<file path="src/ivm_pkg.sv">
// Constants for the reset and interrupt vector address map.
// Functional notes
// RULE1 - Every reset cause uses one reset vector, at 0x0000 with fuse unprogrammed.
// RULE2 - External requests 0, 1, 2 vector to 0x0002, 0x0004, 0x0006.
// RULE3 - Pin change groups 0-3 use 0x0008-0x000E; group 4 uses 0x004A.
// RULE4 - Watchdog at 0x0010; timer 2 match A, B, overflow at 0x0012-0x0016.
// RULE5 - Timer 1 capture, match A, B, overflow occupy 0x0018 to 0x001E.
// RULE6 - Timer 0 match A, match B, overflow use 0x0020, 0x0022, 0x0024.
// RULE7 - Timer 3 capture, match A, B, overflow occupy 0x003E to 0x0044.
// RULE8 - Timer 4 capture, match A, B, overflow occupy 0x0056 to 0x005C.
// RULE9 - Async port 0 rx, empty, tx at 0x0028-0x002C; frame start 0x0046.
// RULE10 - Async port 1 rx, empty, tx at 0x0038-0x003C; frame start 0x0048.
// RULE11 - Async port 2 rx, empty, tx, frame start occupy 0x005E to 0x0064.
// RULE12 - Serial periph 0/1 at 0x0026/0x0052; two-wire 0/1 at 0x0034/0x0054.
// RULE13 - Comparator 0x002E, converter 0x0030, eeprom 0x0032, self-program 0x0036.
// RULE14 - Crystal failure 0x004C; touch conversion 0x004E, touch window 0x0050.
// RULE15 - Programmed boot fuse starts execution at the boot reset address.
// RULE16 - Select bit set adds boot section start to every vector address.
// RULE17 - Table starts at 0x0002, or boot address plus 0x0002 when selected.
// RULE18 - Fuse value 1 means unprogrammed, reset zero; 0 means boot address.
// RULE19 - Select changes only by enable write, then select write within four cycles.
// RULE20 - Change enable clears four cycles after its write, or on select write.
// RULE21 - Dispatch blocked from enable write until after next instruction or four cycles.
// RULE22 - Vector address is table origin plus two times vector number minus one.
// RULE23 - Among pending requests the lowest vector number is dispatched first.
package ivm_pkg;

  localparam int ADDR_W = 16;
  localparam int NUM_W = 6;
  localparam int NUM_SRC = 50;

  localparam logic [ADDR_W-1:0] RESET_ADDR_APP = 16'h0000;
  localparam logic [ADDR_W-1:0] TABLE_ORG_APP = 16'h0000;
  localparam logic [NUM_W-1:0] VEC_NUM_FIRST = 6'h02;
  localparam logic [NUM_W-1:0] VEC_NUM_NONE = 6'h00;

  // Anchor addresses of the base table, with select clear.
  localparam logic [ADDR_W-1:0] ADDR_EXT0 = 16'h0002;
  localparam logic [ADDR_W-1:0] ADDR_PCG0 = 16'h0008;
  localparam logic [ADDR_W-1:0] ADDR_PCG4 = 16'h004A;
  localparam logic [ADDR_W-1:0] ADDR_WDOG = 16'h0010;
  localparam logic [ADDR_W-1:0] ADDR_T1CAP = 16'h0018;
  localparam logic [ADDR_W-1:0] ADDR_T3CAP = 16'h003E;
  localparam logic [ADDR_W-1:0] ADDR_T4CAP = 16'h0056;
  localparam logic [ADDR_W-1:0] ADDR_A2RX = 16'h005E;
  localparam logic [ADDR_W-1:0] ADDR_TOUCH = 16'h004E;

  localparam int CHG_WINDOW_CYC = 4;
  localparam logic [1:0] CHG_LAST = 2'(CHG_WINDOW_CYC - 1);
  localparam logic [1:0] CHG_CNT_RST = 2'h0;

  typedef enum logic [1:0] {
    BLK_IDLE,
    BLK_WINDOW,
    BLK_INSTR
  } ivm_blk_type;

endpackage

</file>
<file path="src/ivm_vector_map.sv">
// Vector address generator with boot relocation and change window.
`timescale 1ns/1ps
module ivm_vector_map (
  // Clock and reset
  input  wire logic                       core_clk,
  input  wire logic                       rst,
  // Fuse and boot section start
  input  wire logic                       boot_reset_fuse,
  input  wire logic [ivm_pkg::ADDR_W-1:0] boot_reset_addr,
  // Core control register write port
  input  wire logic                       ctrl_wr,
  input  wire logic                       ctrl_wr_select,
  input  wire logic                       ctrl_wr_change_en,
  // Requests from peripherals, bit i is vector number i+2
  input  wire logic [ivm_pkg::NUM_SRC-1:0] irq_req,
  // Core side
  input  wire logic                       global_irq_en,
  input  wire logic                       instr_retire,
  input  wire logic                       vec_ack,
  output logic      [ivm_pkg::ADDR_W-1:0] reset_addr_q,
  output logic                            vector_select_q,
  output logic                            change_enable_q,
  output logic                            irq_blocked_q,
  output logic                            vec_valid_q,
  output logic      [ivm_pkg::NUM_W-1:0]  vec_num_q,
  output logic      [ivm_pkg::ADDR_W-1:0] vec_addr_q
);

  logic                        fuse_q;
  logic [ivm_pkg::ADDR_W-1:0]  boot_addr_q;
  logic [1:0]                  ce_cnt_q;
  ivm_pkg::ivm_blk_type        blk_q;
  ivm_pkg::ivm_blk_type        blk_d;
  logic                        ce_set;
  logic                        sel_wr;
  logic                        ce_expire;
  logic                        blocked_now;
  logic [ivm_pkg::NUM_SRC:0]   lower_pend;
  logic [ivm_pkg::NUM_SRC-1:0] grant;
  logic [ivm_pkg::NUM_W-1:0]   win_num;
  logic [ivm_pkg::ADDR_W-1:0]  table_org;
  logic [ivm_pkg::ADDR_W-1:0]  win_addr;
  logic                        issue;

  // Fuse and boot start are caught while reset is held; they are static.
  always_ff @(posedge core_clk) begin
    if (rst) begin
      fuse_q <= boot_reset_fuse;
      boot_addr_q <= boot_reset_addr;
    end
  end

  // One reset entry for every cause, chosen only by the fuse.
  always_ff @(posedge core_clk) begin
    if (rst) begin
      if (boot_reset_fuse) begin // RULE18
        reset_addr_q <= ivm_pkg::RESET_ADDR_APP; // RULE1
      end else begin
        reset_addr_q <= boot_reset_addr; // RULE15
      end
    end
  end

  assign ce_set = ctrl_wr && ctrl_wr_change_en;
  // A write with enable low while the window is open is the select write.
  assign sel_wr = ctrl_wr && !ctrl_wr_change_en && change_enable_q; // RULE19
  assign ce_expire = change_enable_q && (ce_cnt_q == ivm_pkg::CHG_LAST);

  always_ff @(posedge core_clk) begin
    if (rst) begin
      vector_select_q <= 1'b0;
    end else if (sel_wr) begin
      vector_select_q <= ctrl_wr_select; // RULE19
    end
  end

  // A fresh enable write restarts the window rather than extending it.
  always_ff @(posedge core_clk) begin
    if (rst) begin
      change_enable_q <= 1'b0;
      ce_cnt_q <= ivm_pkg::CHG_CNT_RST;
    end else if (ce_set) begin
      change_enable_q <= 1'b1;
      ce_cnt_q <= ivm_pkg::CHG_CNT_RST;
    end else if (sel_wr || ce_expire) begin
      change_enable_q <= 1'b0; // RULE20
      ce_cnt_q <= ivm_pkg::CHG_CNT_RST;
    end else if (change_enable_q) begin
      ce_cnt_q <= ce_cnt_q + 2'h1;
    end
  end

  // Dispatch blocking; the core's global enable is never touched here.
  always_comb begin
    blk_d = blk_q;
    case (blk_q)
      ivm_pkg::BLK_IDLE: begin
        if (ce_set) begin
          blk_d = ivm_pkg::BLK_WINDOW; // RULE21
        end
      end
      ivm_pkg::BLK_WINDOW: begin
        if (ce_set) begin
          blk_d = ivm_pkg::BLK_WINDOW;
        end else if (sel_wr) begin
          blk_d = ivm_pkg::BLK_INSTR;
        end else if (ce_expire) begin
          blk_d = ivm_pkg::BLK_IDLE; // RULE21
        end
      end
      ivm_pkg::BLK_INSTR: begin
        if (ce_set) begin
          blk_d = ivm_pkg::BLK_WINDOW;
        end else if (instr_retire) begin
          blk_d = ivm_pkg::BLK_IDLE; // RULE21
        end
      end
      default: begin
        blk_d = ivm_pkg::BLK_IDLE;
      end
    endcase
  end

  always_ff @(posedge core_clk) begin
    if (rst) begin
      blk_q <= ivm_pkg::BLK_IDLE;
      irq_blocked_q <= 1'b0;
    end else begin
      blk_q <= blk_d;
      irq_blocked_q <= (blk_d != ivm_pkg::BLK_IDLE);
    end
  end

  // The enable write cycle itself is already blocked.
  assign blocked_now = ce_set || (blk_q != ivm_pkg::BLK_IDLE); // RULE21

  // Lowest pending vector number wins.
  assign lower_pend[0] = 1'b0;
  for (genvar i = 0; i < ivm_pkg::NUM_SRC; i++) begin : g_pri
    assign grant[i] = irq_req[i] && !lower_pend[i]; // RULE23
    assign lower_pend[i+1] = lower_pend[i] || irq_req[i];
  end

  always_comb begin
    win_num = ivm_pkg::VEC_NUM_NONE;
    for (int k = 0; k < ivm_pkg::NUM_SRC; k++) begin
      if (grant[k]) begin
        win_num = ivm_pkg::VEC_NUM_FIRST + ivm_pkg::NUM_W'(k);
      end
    end
  end

  // Slot n sits at origin + 2*(n-1); origin moves to the boot section.
  assign table_org = vector_select_q ? boot_addr_q
                                     : ivm_pkg::TABLE_ORG_APP; // RULE16 RULE17
  // RULE2 RULE3 RULE4 RULE5 RULE6 RULE7 RULE8 RULE9 RULE10 RULE11 RULE12
  // RULE13 RULE14 follow from the slot formula on the source ordering.
  assign win_addr = table_org
                  + ivm_pkg::ADDR_W'({win_num - 6'h01, 1'b0}); // RULE22

  assign issue = !vec_valid_q && lower_pend[ivm_pkg::NUM_SRC]
              && global_irq_en && !blocked_now;

  // The vector stands until the core takes it, so the address cannot slip.
  always_ff @(posedge core_clk) begin
    if (rst) begin
      vec_valid_q <= 1'b0;
      vec_num_q <= ivm_pkg::VEC_NUM_NONE;
      vec_addr_q <= ivm_pkg::RESET_ADDR_APP;
    end else if (issue) begin
      vec_valid_q <= 1'b1;
      vec_num_q <= win_num;
      vec_addr_q <= win_addr;
    end else if (vec_ack) begin
      vec_valid_q <= 1'b0;
    end
  end

  // Helper for the assertions below.
  logic [ivm_pkg::NUM_SRC-1:0] low_mask;
  logic [ivm_pkg::ADDR_W-1:0]  slot_off;
  assign low_mask = (ivm_pkg::NUM_SRC'(1) << (vec_num_q - 6'h02))
                  - ivm_pkg::NUM_SRC'(1);
  assign slot_off = ivm_pkg::ADDR_W'({vec_num_q, 1'b0});

  a_reset_app_entry: // RULE1
    assert property (@(posedge core_clk)
      $fell(rst) && fuse_q |-> reset_addr_q == 16'h0000)
    else $error("reset entry not zero with fuse unprogrammed");

  a_reset_boot_entry: // RULE15
    assert property (@(posedge core_clk) disable iff (rst)
      !fuse_q |-> reset_addr_q == boot_addr_q)
    else $error("reset entry not boot address with fuse programmed");

  a_ext_slots: // RULE2
    assert property (@(posedge core_clk) disable iff (rst)
      $rose(vec_valid_q) && !$past(vector_select_q)
      && vec_num_q inside {[2:4]}
      |-> vec_addr_q == ivm_pkg::ADDR_EXT0 + slot_off - 16'h0004)
    else $error("external request slot wrong");

  a_pin_slots: // RULE3
    assert property (@(posedge core_clk) disable iff (rst)
      $rose(vec_valid_q) && !$past(vector_select_q)
      |-> (vec_num_q == 6'h05 -> vec_addr_q == ivm_pkg::ADDR_PCG0)
       && (vec_num_q == 6'h08 -> vec_addr_q == 16'h000E)
       && (vec_num_q == 6'h26 -> vec_addr_q == ivm_pkg::ADDR_PCG4))
    else $error("pin change slot wrong");

  a_t2_slots: // RULE4
    assert property (@(posedge core_clk) disable iff (rst)
      $rose(vec_valid_q) && !$past(vector_select_q)
      |-> (vec_num_q == 6'h0A -> vec_addr_q == 16'h0012)
       && (vec_num_q == 6'h0B -> vec_addr_q == 16'h0014)
       && (vec_num_q == 6'h0C -> vec_addr_q == 16'h0016))
    else $error("timer two slot wrong");

  a_t1_end: // RULE5
    assert property (@(posedge core_clk) disable iff (rst)
      $rose(vec_valid_q) && !$past(vector_select_q)
      && vec_num_q == 6'h10
      |-> vec_addr_q == 16'h001E)
    else $error("timer one overflow slot wrong");

  a_t0_slots: // RULE6
    assert property (@(posedge core_clk) disable iff (rst)
      $rose(vec_valid_q) && !$past(vector_select_q)
      |-> (vec_num_q == 6'h11 -> vec_addr_q == 16'h0020)
       && (vec_num_q == 6'h12 -> vec_addr_q == 16'h0022)
       && (vec_num_q == 6'h13 -> vec_addr_q == 16'h0024))
    else $error("timer zero slot wrong");

  a_t3_end: // RULE7
    assert property (@(posedge core_clk) disable iff (rst)
      $rose(vec_valid_q) && !$past(vector_select_q)
      && vec_num_q == 6'h23
      |-> vec_addr_q == 16'h0044)
    else $error("timer three overflow slot wrong");

  a_t4_end: // RULE8
    assert property (@(posedge core_clk) disable iff (rst)
      $rose(vec_valid_q) && !$past(vector_select_q)
      && vec_num_q == 6'h2F
      |-> vec_addr_q == 16'h005C)
    else $error("timer four overflow slot wrong");

  a_port0_slots: // RULE9
    assert property (@(posedge core_clk) disable iff (rst)
      $rose(vec_valid_q) && !$past(vector_select_q)
      |-> (vec_num_q == 6'h15 -> vec_addr_q == 16'h0028)
       && (vec_num_q == 6'h16 -> vec_addr_q == 16'h002A)
       && (vec_num_q == 6'h17 -> vec_addr_q == 16'h002C)
       && (vec_num_q == 6'h24 -> vec_addr_q == 16'h0046))
    else $error("async port zero slot wrong");

  a_port1_slots: // RULE10
    assert property (@(posedge core_clk) disable iff (rst)
      $rose(vec_valid_q) && !$past(vector_select_q)
      |-> (vec_num_q == 6'h1D -> vec_addr_q == 16'h0038)
       && (vec_num_q == 6'h1F -> vec_addr_q == 16'h003C)
       && (vec_num_q == 6'h25 -> vec_addr_q == 16'h0048))
    else $error("async port one slot wrong");

  a_port2_end: // RULE11
    assert property (@(posedge core_clk) disable iff (rst)
      $rose(vec_valid_q) && !$past(vector_select_q)
      && vec_num_q == 6'h33
      |-> vec_addr_q == 16'h0064)
    else $error("async port two frame start slot wrong");

  a_link_slots: // RULE12
    assert property (@(posedge core_clk) disable iff (rst)
      $rose(vec_valid_q) && !$past(vector_select_q)
      |-> (vec_num_q == 6'h14 -> vec_addr_q == 16'h0026)
       && (vec_num_q == 6'h2A -> vec_addr_q == 16'h0052)
       && (vec_num_q == 6'h1B -> vec_addr_q == 16'h0034)
       && (vec_num_q == 6'h2B -> vec_addr_q == 16'h0054))
    else $error("serial or two-wire slot wrong");

  a_misc_slots: // RULE13
    assert property (@(posedge core_clk) disable iff (rst)
      $rose(vec_valid_q) && !$past(vector_select_q)
      |-> (vec_num_q == 6'h18 -> vec_addr_q == 16'h002E)
       && (vec_num_q == 6'h19 -> vec_addr_q == 16'h0030)
       && (vec_num_q == 6'h1A -> vec_addr_q == 16'h0032)
       && (vec_num_q == 6'h1C -> vec_addr_q == 16'h0036))
    else $error("comparator converter or store slot wrong");

  a_crystal_slots: // RULE14
    assert property (@(posedge core_clk) disable iff (rst)
      $rose(vec_valid_q) && !$past(vector_select_q)
      |-> (vec_num_q == 6'h27 -> vec_addr_q == 16'h004C)
       && (vec_num_q == 6'h29 -> vec_addr_q == 16'h0050))
    else $error("crystal or touch window slot wrong");

  a_vector_stands: // RULE22
    assert property (@(posedge core_clk) disable iff (rst)
      vec_valid_q && !vec_ack
      |=> vec_valid_q && $stable(vec_addr_q) && $stable(vec_num_q))
    else $error("vector changed before the core took it");

  a_timer_slots: // RULE4
    assert property (@(posedge core_clk) disable iff (rst)
      $rose(vec_valid_q) && !$past(vector_select_q)
      |-> (vec_num_q == 6'h09 -> vec_addr_q == ivm_pkg::ADDR_WDOG)
       && (vec_num_q == 6'h0D -> vec_addr_q == ivm_pkg::ADDR_T1CAP)
       && (vec_num_q == 6'h20 -> vec_addr_q == ivm_pkg::ADDR_T3CAP)
       && (vec_num_q == 6'h2C -> vec_addr_q == ivm_pkg::ADDR_T4CAP))
    else $error("timer slot wrong");

  a_port_slots: // RULE11
    assert property (@(posedge core_clk) disable iff (rst)
      $rose(vec_valid_q) && !$past(vector_select_q)
      |-> (vec_num_q == 6'h30 -> vec_addr_q == ivm_pkg::ADDR_A2RX)
       && (vec_num_q == 6'h28 -> vec_addr_q == ivm_pkg::ADDR_TOUCH))
    else $error("serial or touch slot wrong");

  a_relocated_slot: // RULE16
    assert property (@(posedge core_clk) disable iff (rst)
      $rose(vec_valid_q)
      |-> vec_addr_q == ($past(vector_select_q) ? boot_addr_q : 16'h0000)
                       + slot_off - 16'h0002)
    else $error("vector address not origin plus slot");

  a_select_guarded: // RULE19
    assert property (@(posedge core_clk) disable iff (rst)
      $changed(vector_select_q)
      |-> $past(change_enable_q) && $past(ctrl_wr)
       && !$past(ctrl_wr_change_en))
    else $error("select changed outside the change window");

  a_enable_expiry: // RULE20
    assert property (@(posedge core_clk) disable iff (rst)
      $rose(change_enable_q) ##1 !ctrl_wr [*3]
      |=> !change_enable_q)
    else $error("change enable not cleared after four cycles");

  a_block_dispatch: // RULE21
    assert property (@(posedge core_clk) disable iff (rst)
      ce_set |=> irq_blocked_q && !$rose(vec_valid_q))
    else $error("dispatch not blocked by change enable");

  a_lowest_first: // RULE23
    assert property (@(posedge core_clk) disable iff (rst)
      $rose(vec_valid_q) |-> ($past(irq_req) & low_mask) == '0)
    else $error("lower pending vector skipped");

endmodule

</file>
<file path="config.mk">
export PLATFORM = sky130hd
export DESIGN_NAME = ivm_vector_map
export DESIGN_NICKNAME = d
export VERILOG_FILES = /design/src/ivm_pkg.sv /design/src/ivm_vector_map.sv
export SDC_FILE = /design/constraint.sdc
export NUM_CORES = 1
export LEC_CHECK = 0
export ABC_AREA = 1
export BUFFER_PORTS_ARGS = -buffer_cell sky130_fd_sc_hd__clkbuf_2
export CELL_PAD_IN_SITES_DETAIL_PLACEMENT = 1
export CELL_PAD_IN_SITES_GLOBAL_PLACEMENT = 1
export CORE_UTILIZATION = 40
export CTS_BUF_LIST = sky130_fd_sc_hd__clkbuf_16
export DETAILED_ROUTE_END_ITERATION = 8
export GPL_TIMING_DRIVEN = 0
export PLACE_DENSITY_LB_ADDON = 0.1
export SLEW_MARGIN = 10
export SYNTH_ARGS = -nofsm -noshare
export SYNTH_HDL_FRONTEND = slang
export SYNTH_SLANG_ARGS = --single-unit
</file>
<file path="constraint.sdc">
create_clock -name core_clk -period 8.41 [get_ports core_clk]
set_input_delay 0.4205 -clock core_clk [delete_from_list [all_inputs] [get_ports core_clk]]
set_output_delay 0.4205 -clock core_clk [all_outputs]
set_load 0.01 [all_outputs]
</file>
==> metrics.txt <==
Max-Cap Viols 0; CP most frequent cell nor2_2; Rows 35; total wire length ~9800 µm; Placer Congestion 0.801; crit-path max FO 5; Worst-Margin Slew 874 ps; initial antenna violation count 0; commonest cells in the netlist inv_1 (97), nand2_1 (71), nor2_1 (51), edfxtp_1 (32); Die Area 0.00986 mm²; Sum Neg Setup Slack 0 ps; Startpoint Class primary input; RSZ-0062 raised after global routing false; DP HPWL 7770 µm; slowest stage cell, crit path ha_1; number of synthesized flops with an enable pin 32; Max Transition Viols Final 0; Synth warnings 0; DIE WIDTH ~99 µm; CTS tree yes; number of diodes 0; vias in the first global route 3705; Worst path max stage delay between 300 and 400 ps; Synthesized Nets 557; post-synth top area share 0.254; ys async rst share 0; worst hold path class in -> reg; Synth Flop Type edfxtp_1; gr usage total 0.213; placed cell areas around 0.0045 mm²; Max-slew headroom 0.417; # port buffers around 120; global-route wire length before repair 16600 µm; Crit Path Category in -> reg; CTS Sinks 62; P_leak 0.00234 µW; htree depth 3; drt wl/cell 13.7 µm; core area roughly 0.0092 mm²; number of hold buffers added after cts 0; final setup vio count 0; TritonCTS Buffers 9; Layout fillers ~1200; part of the cycle the worst path needs 0.753; largest net degree at the start of global routing 36; outcome complete, no violations; post_cts resized 0; Longest Clk Path Bufs 2; sequential area share after synthesis 0.412; Yosys reg bits just over 60; final hold vios 0; endpoint class of the critical path register; Max Fclk 158 MHz; drt first-iter violations around 120; die height 99.3 µm; VDD IR max between 0.0001 and 0.00015 V; Nets 683; CTS Root Cell clkbuf_16; Remaining DRCs 0; Final Critical Period 6330 ps; Congestion Overflow GR 0; share of cells above drive strength 1 0.268; Syn Inst Count about 470; initial core utilization 0.412; Yosys top cell by area edfxtp_1; WP data required 8670 ps; fin area ~0.0048 mm²; io pins 117; clock skew 6.29 ps; clock transition at the registers of the reported paths 50 ps; Worst EP arrival 6600 ps; count leader, synth inv_1; Syn Area/Cell 8.00 µm²; Netlist cell types 41; Initial DRT Pass Iterations 4; Final ANT Viol Nets 0; Skew-Pair Late Insertion Delay ~330 ps; PD cells around 170 mW/mm²; via count 3624; largest cells by area after synthesis edfxtp_1 (25%), dfxtp_1 (16%), inv_1 (9.6%); routed vias/inst 5.07; Post CTS Setup Buffer Count 0; mapped cell area 0.00379 mm²; Area Overhead vs Synth 26.6%
## layer usage
metal  vias up  track usage  part of all wire
met5         -            0                 0
li1       1840            -                 -
met1      1703        0.266              0.47
met4         0       0.0600             0.010
met2        70        0.368              0.48
met3        11       0.0506             0.036
## critical path: cells and delay by family
family,cells,cell delay [ps]
simple gates,32,4320
compound gates,3,660
fa+ha+maj,2,590
xor+xnor,2,390
buf+inv,3,210
## logic make-up (layout without fill, tap and decap cells)
group | after synthesis | count (layout) | share of synthesized area
muxes | 1 | 1 | 0.00264
AOI/OAI and AO/OA | 61 | 61 | 0.102
and+or+nand+nor | 215 | 215 | 0.299
xor gates and xnor gates | 15 | 15 | 0.0347
buffers and inverters | 110 | 241 | 0.117
DFF | 62 | 62 | 0.412
adders and majority gates | 9 | 9 | 0.0317
## through the flow
step           utilization  hold slack [ps]  power, µW  instances  setup WS [ps]
4_1_cts              0.521              268        820        715           2040
6_report             0.521              280        812        715           2080
3_5_place_dp         0.489              461        458        699           1710
3_3_place_gp         0.489              453        453        699           1930
2_1_floorplan            -              480        405        473           2740
5_1_grt              0.521              274        845        715           1280
## path summary, 6_finish.rpt
kind	endpoint	cells past startpoint	start	slack, ps
worst max-delay path	vec_addr_q[14]	42	irq_req[3]	2080
worst min-delay path	boot_addr_q[11]	1	boot_reset_addr[11]	280
worst max register to register	vec_addr_q[15]	15	vector_select_q	5000
worst min register to register	vec_addr_q[14]	2	vec_addr_q[14]	460
## state kept, by name, indices dropped and copies added (netlist names)
register,cells
change_enable_q,1
boot_addr_q,16
ce_cnt_q,2
vec_num_q,6
vec_addr_q,16
irq_blocked_q,1
vector_select_q,1
blk_q,2
vec_valid_q,1
reset_addr_q,16
## power breakdown
part           internal [µW]  switching (µW)  leakage [µW]
sequential               338            8.05      0.000555
combinational           39.7            65.0       0.00164
clock                    227             134      0.000140
## cell usage in the layout (no fill, tap or decap), drive strengths merged
cell type	count
clkbuf	132
inv	99
nand2	72
nor2	63
edfxtp	32
nand3	30
dfxtp	30
a21oi	30
nand4	23
nor3	10
o41ai	8
xor2	8
ha	8
nor4	7
o21ai	7
o2111ai	7
xnor2	7
nand3b	5
buf	4
clkinv	3
a31oi	2
o211ai	2
clkinvlp	2
or2	2
a211oi	1
nor4b	1
a311o	1
a2111oi	1
o21bai	1
and2	1
and3	1
mux2i	1
o22ai	1
fa	1
bufinv	1
## final cells by class
class	instances	area, µm²	area share
clock buffers	9	225	0.0470
repair buffers	115	576	0.120
clock inverters	7	66.3	0.0138
flip-flops and latches	62	1560	0.326
multi-input cells	301	1780	0.372
plain buffers	12	75.1	0.0157
inverters	98	368	0.0768
well taps	111	139	0.0290
Power figures use the tool's default switching activity.
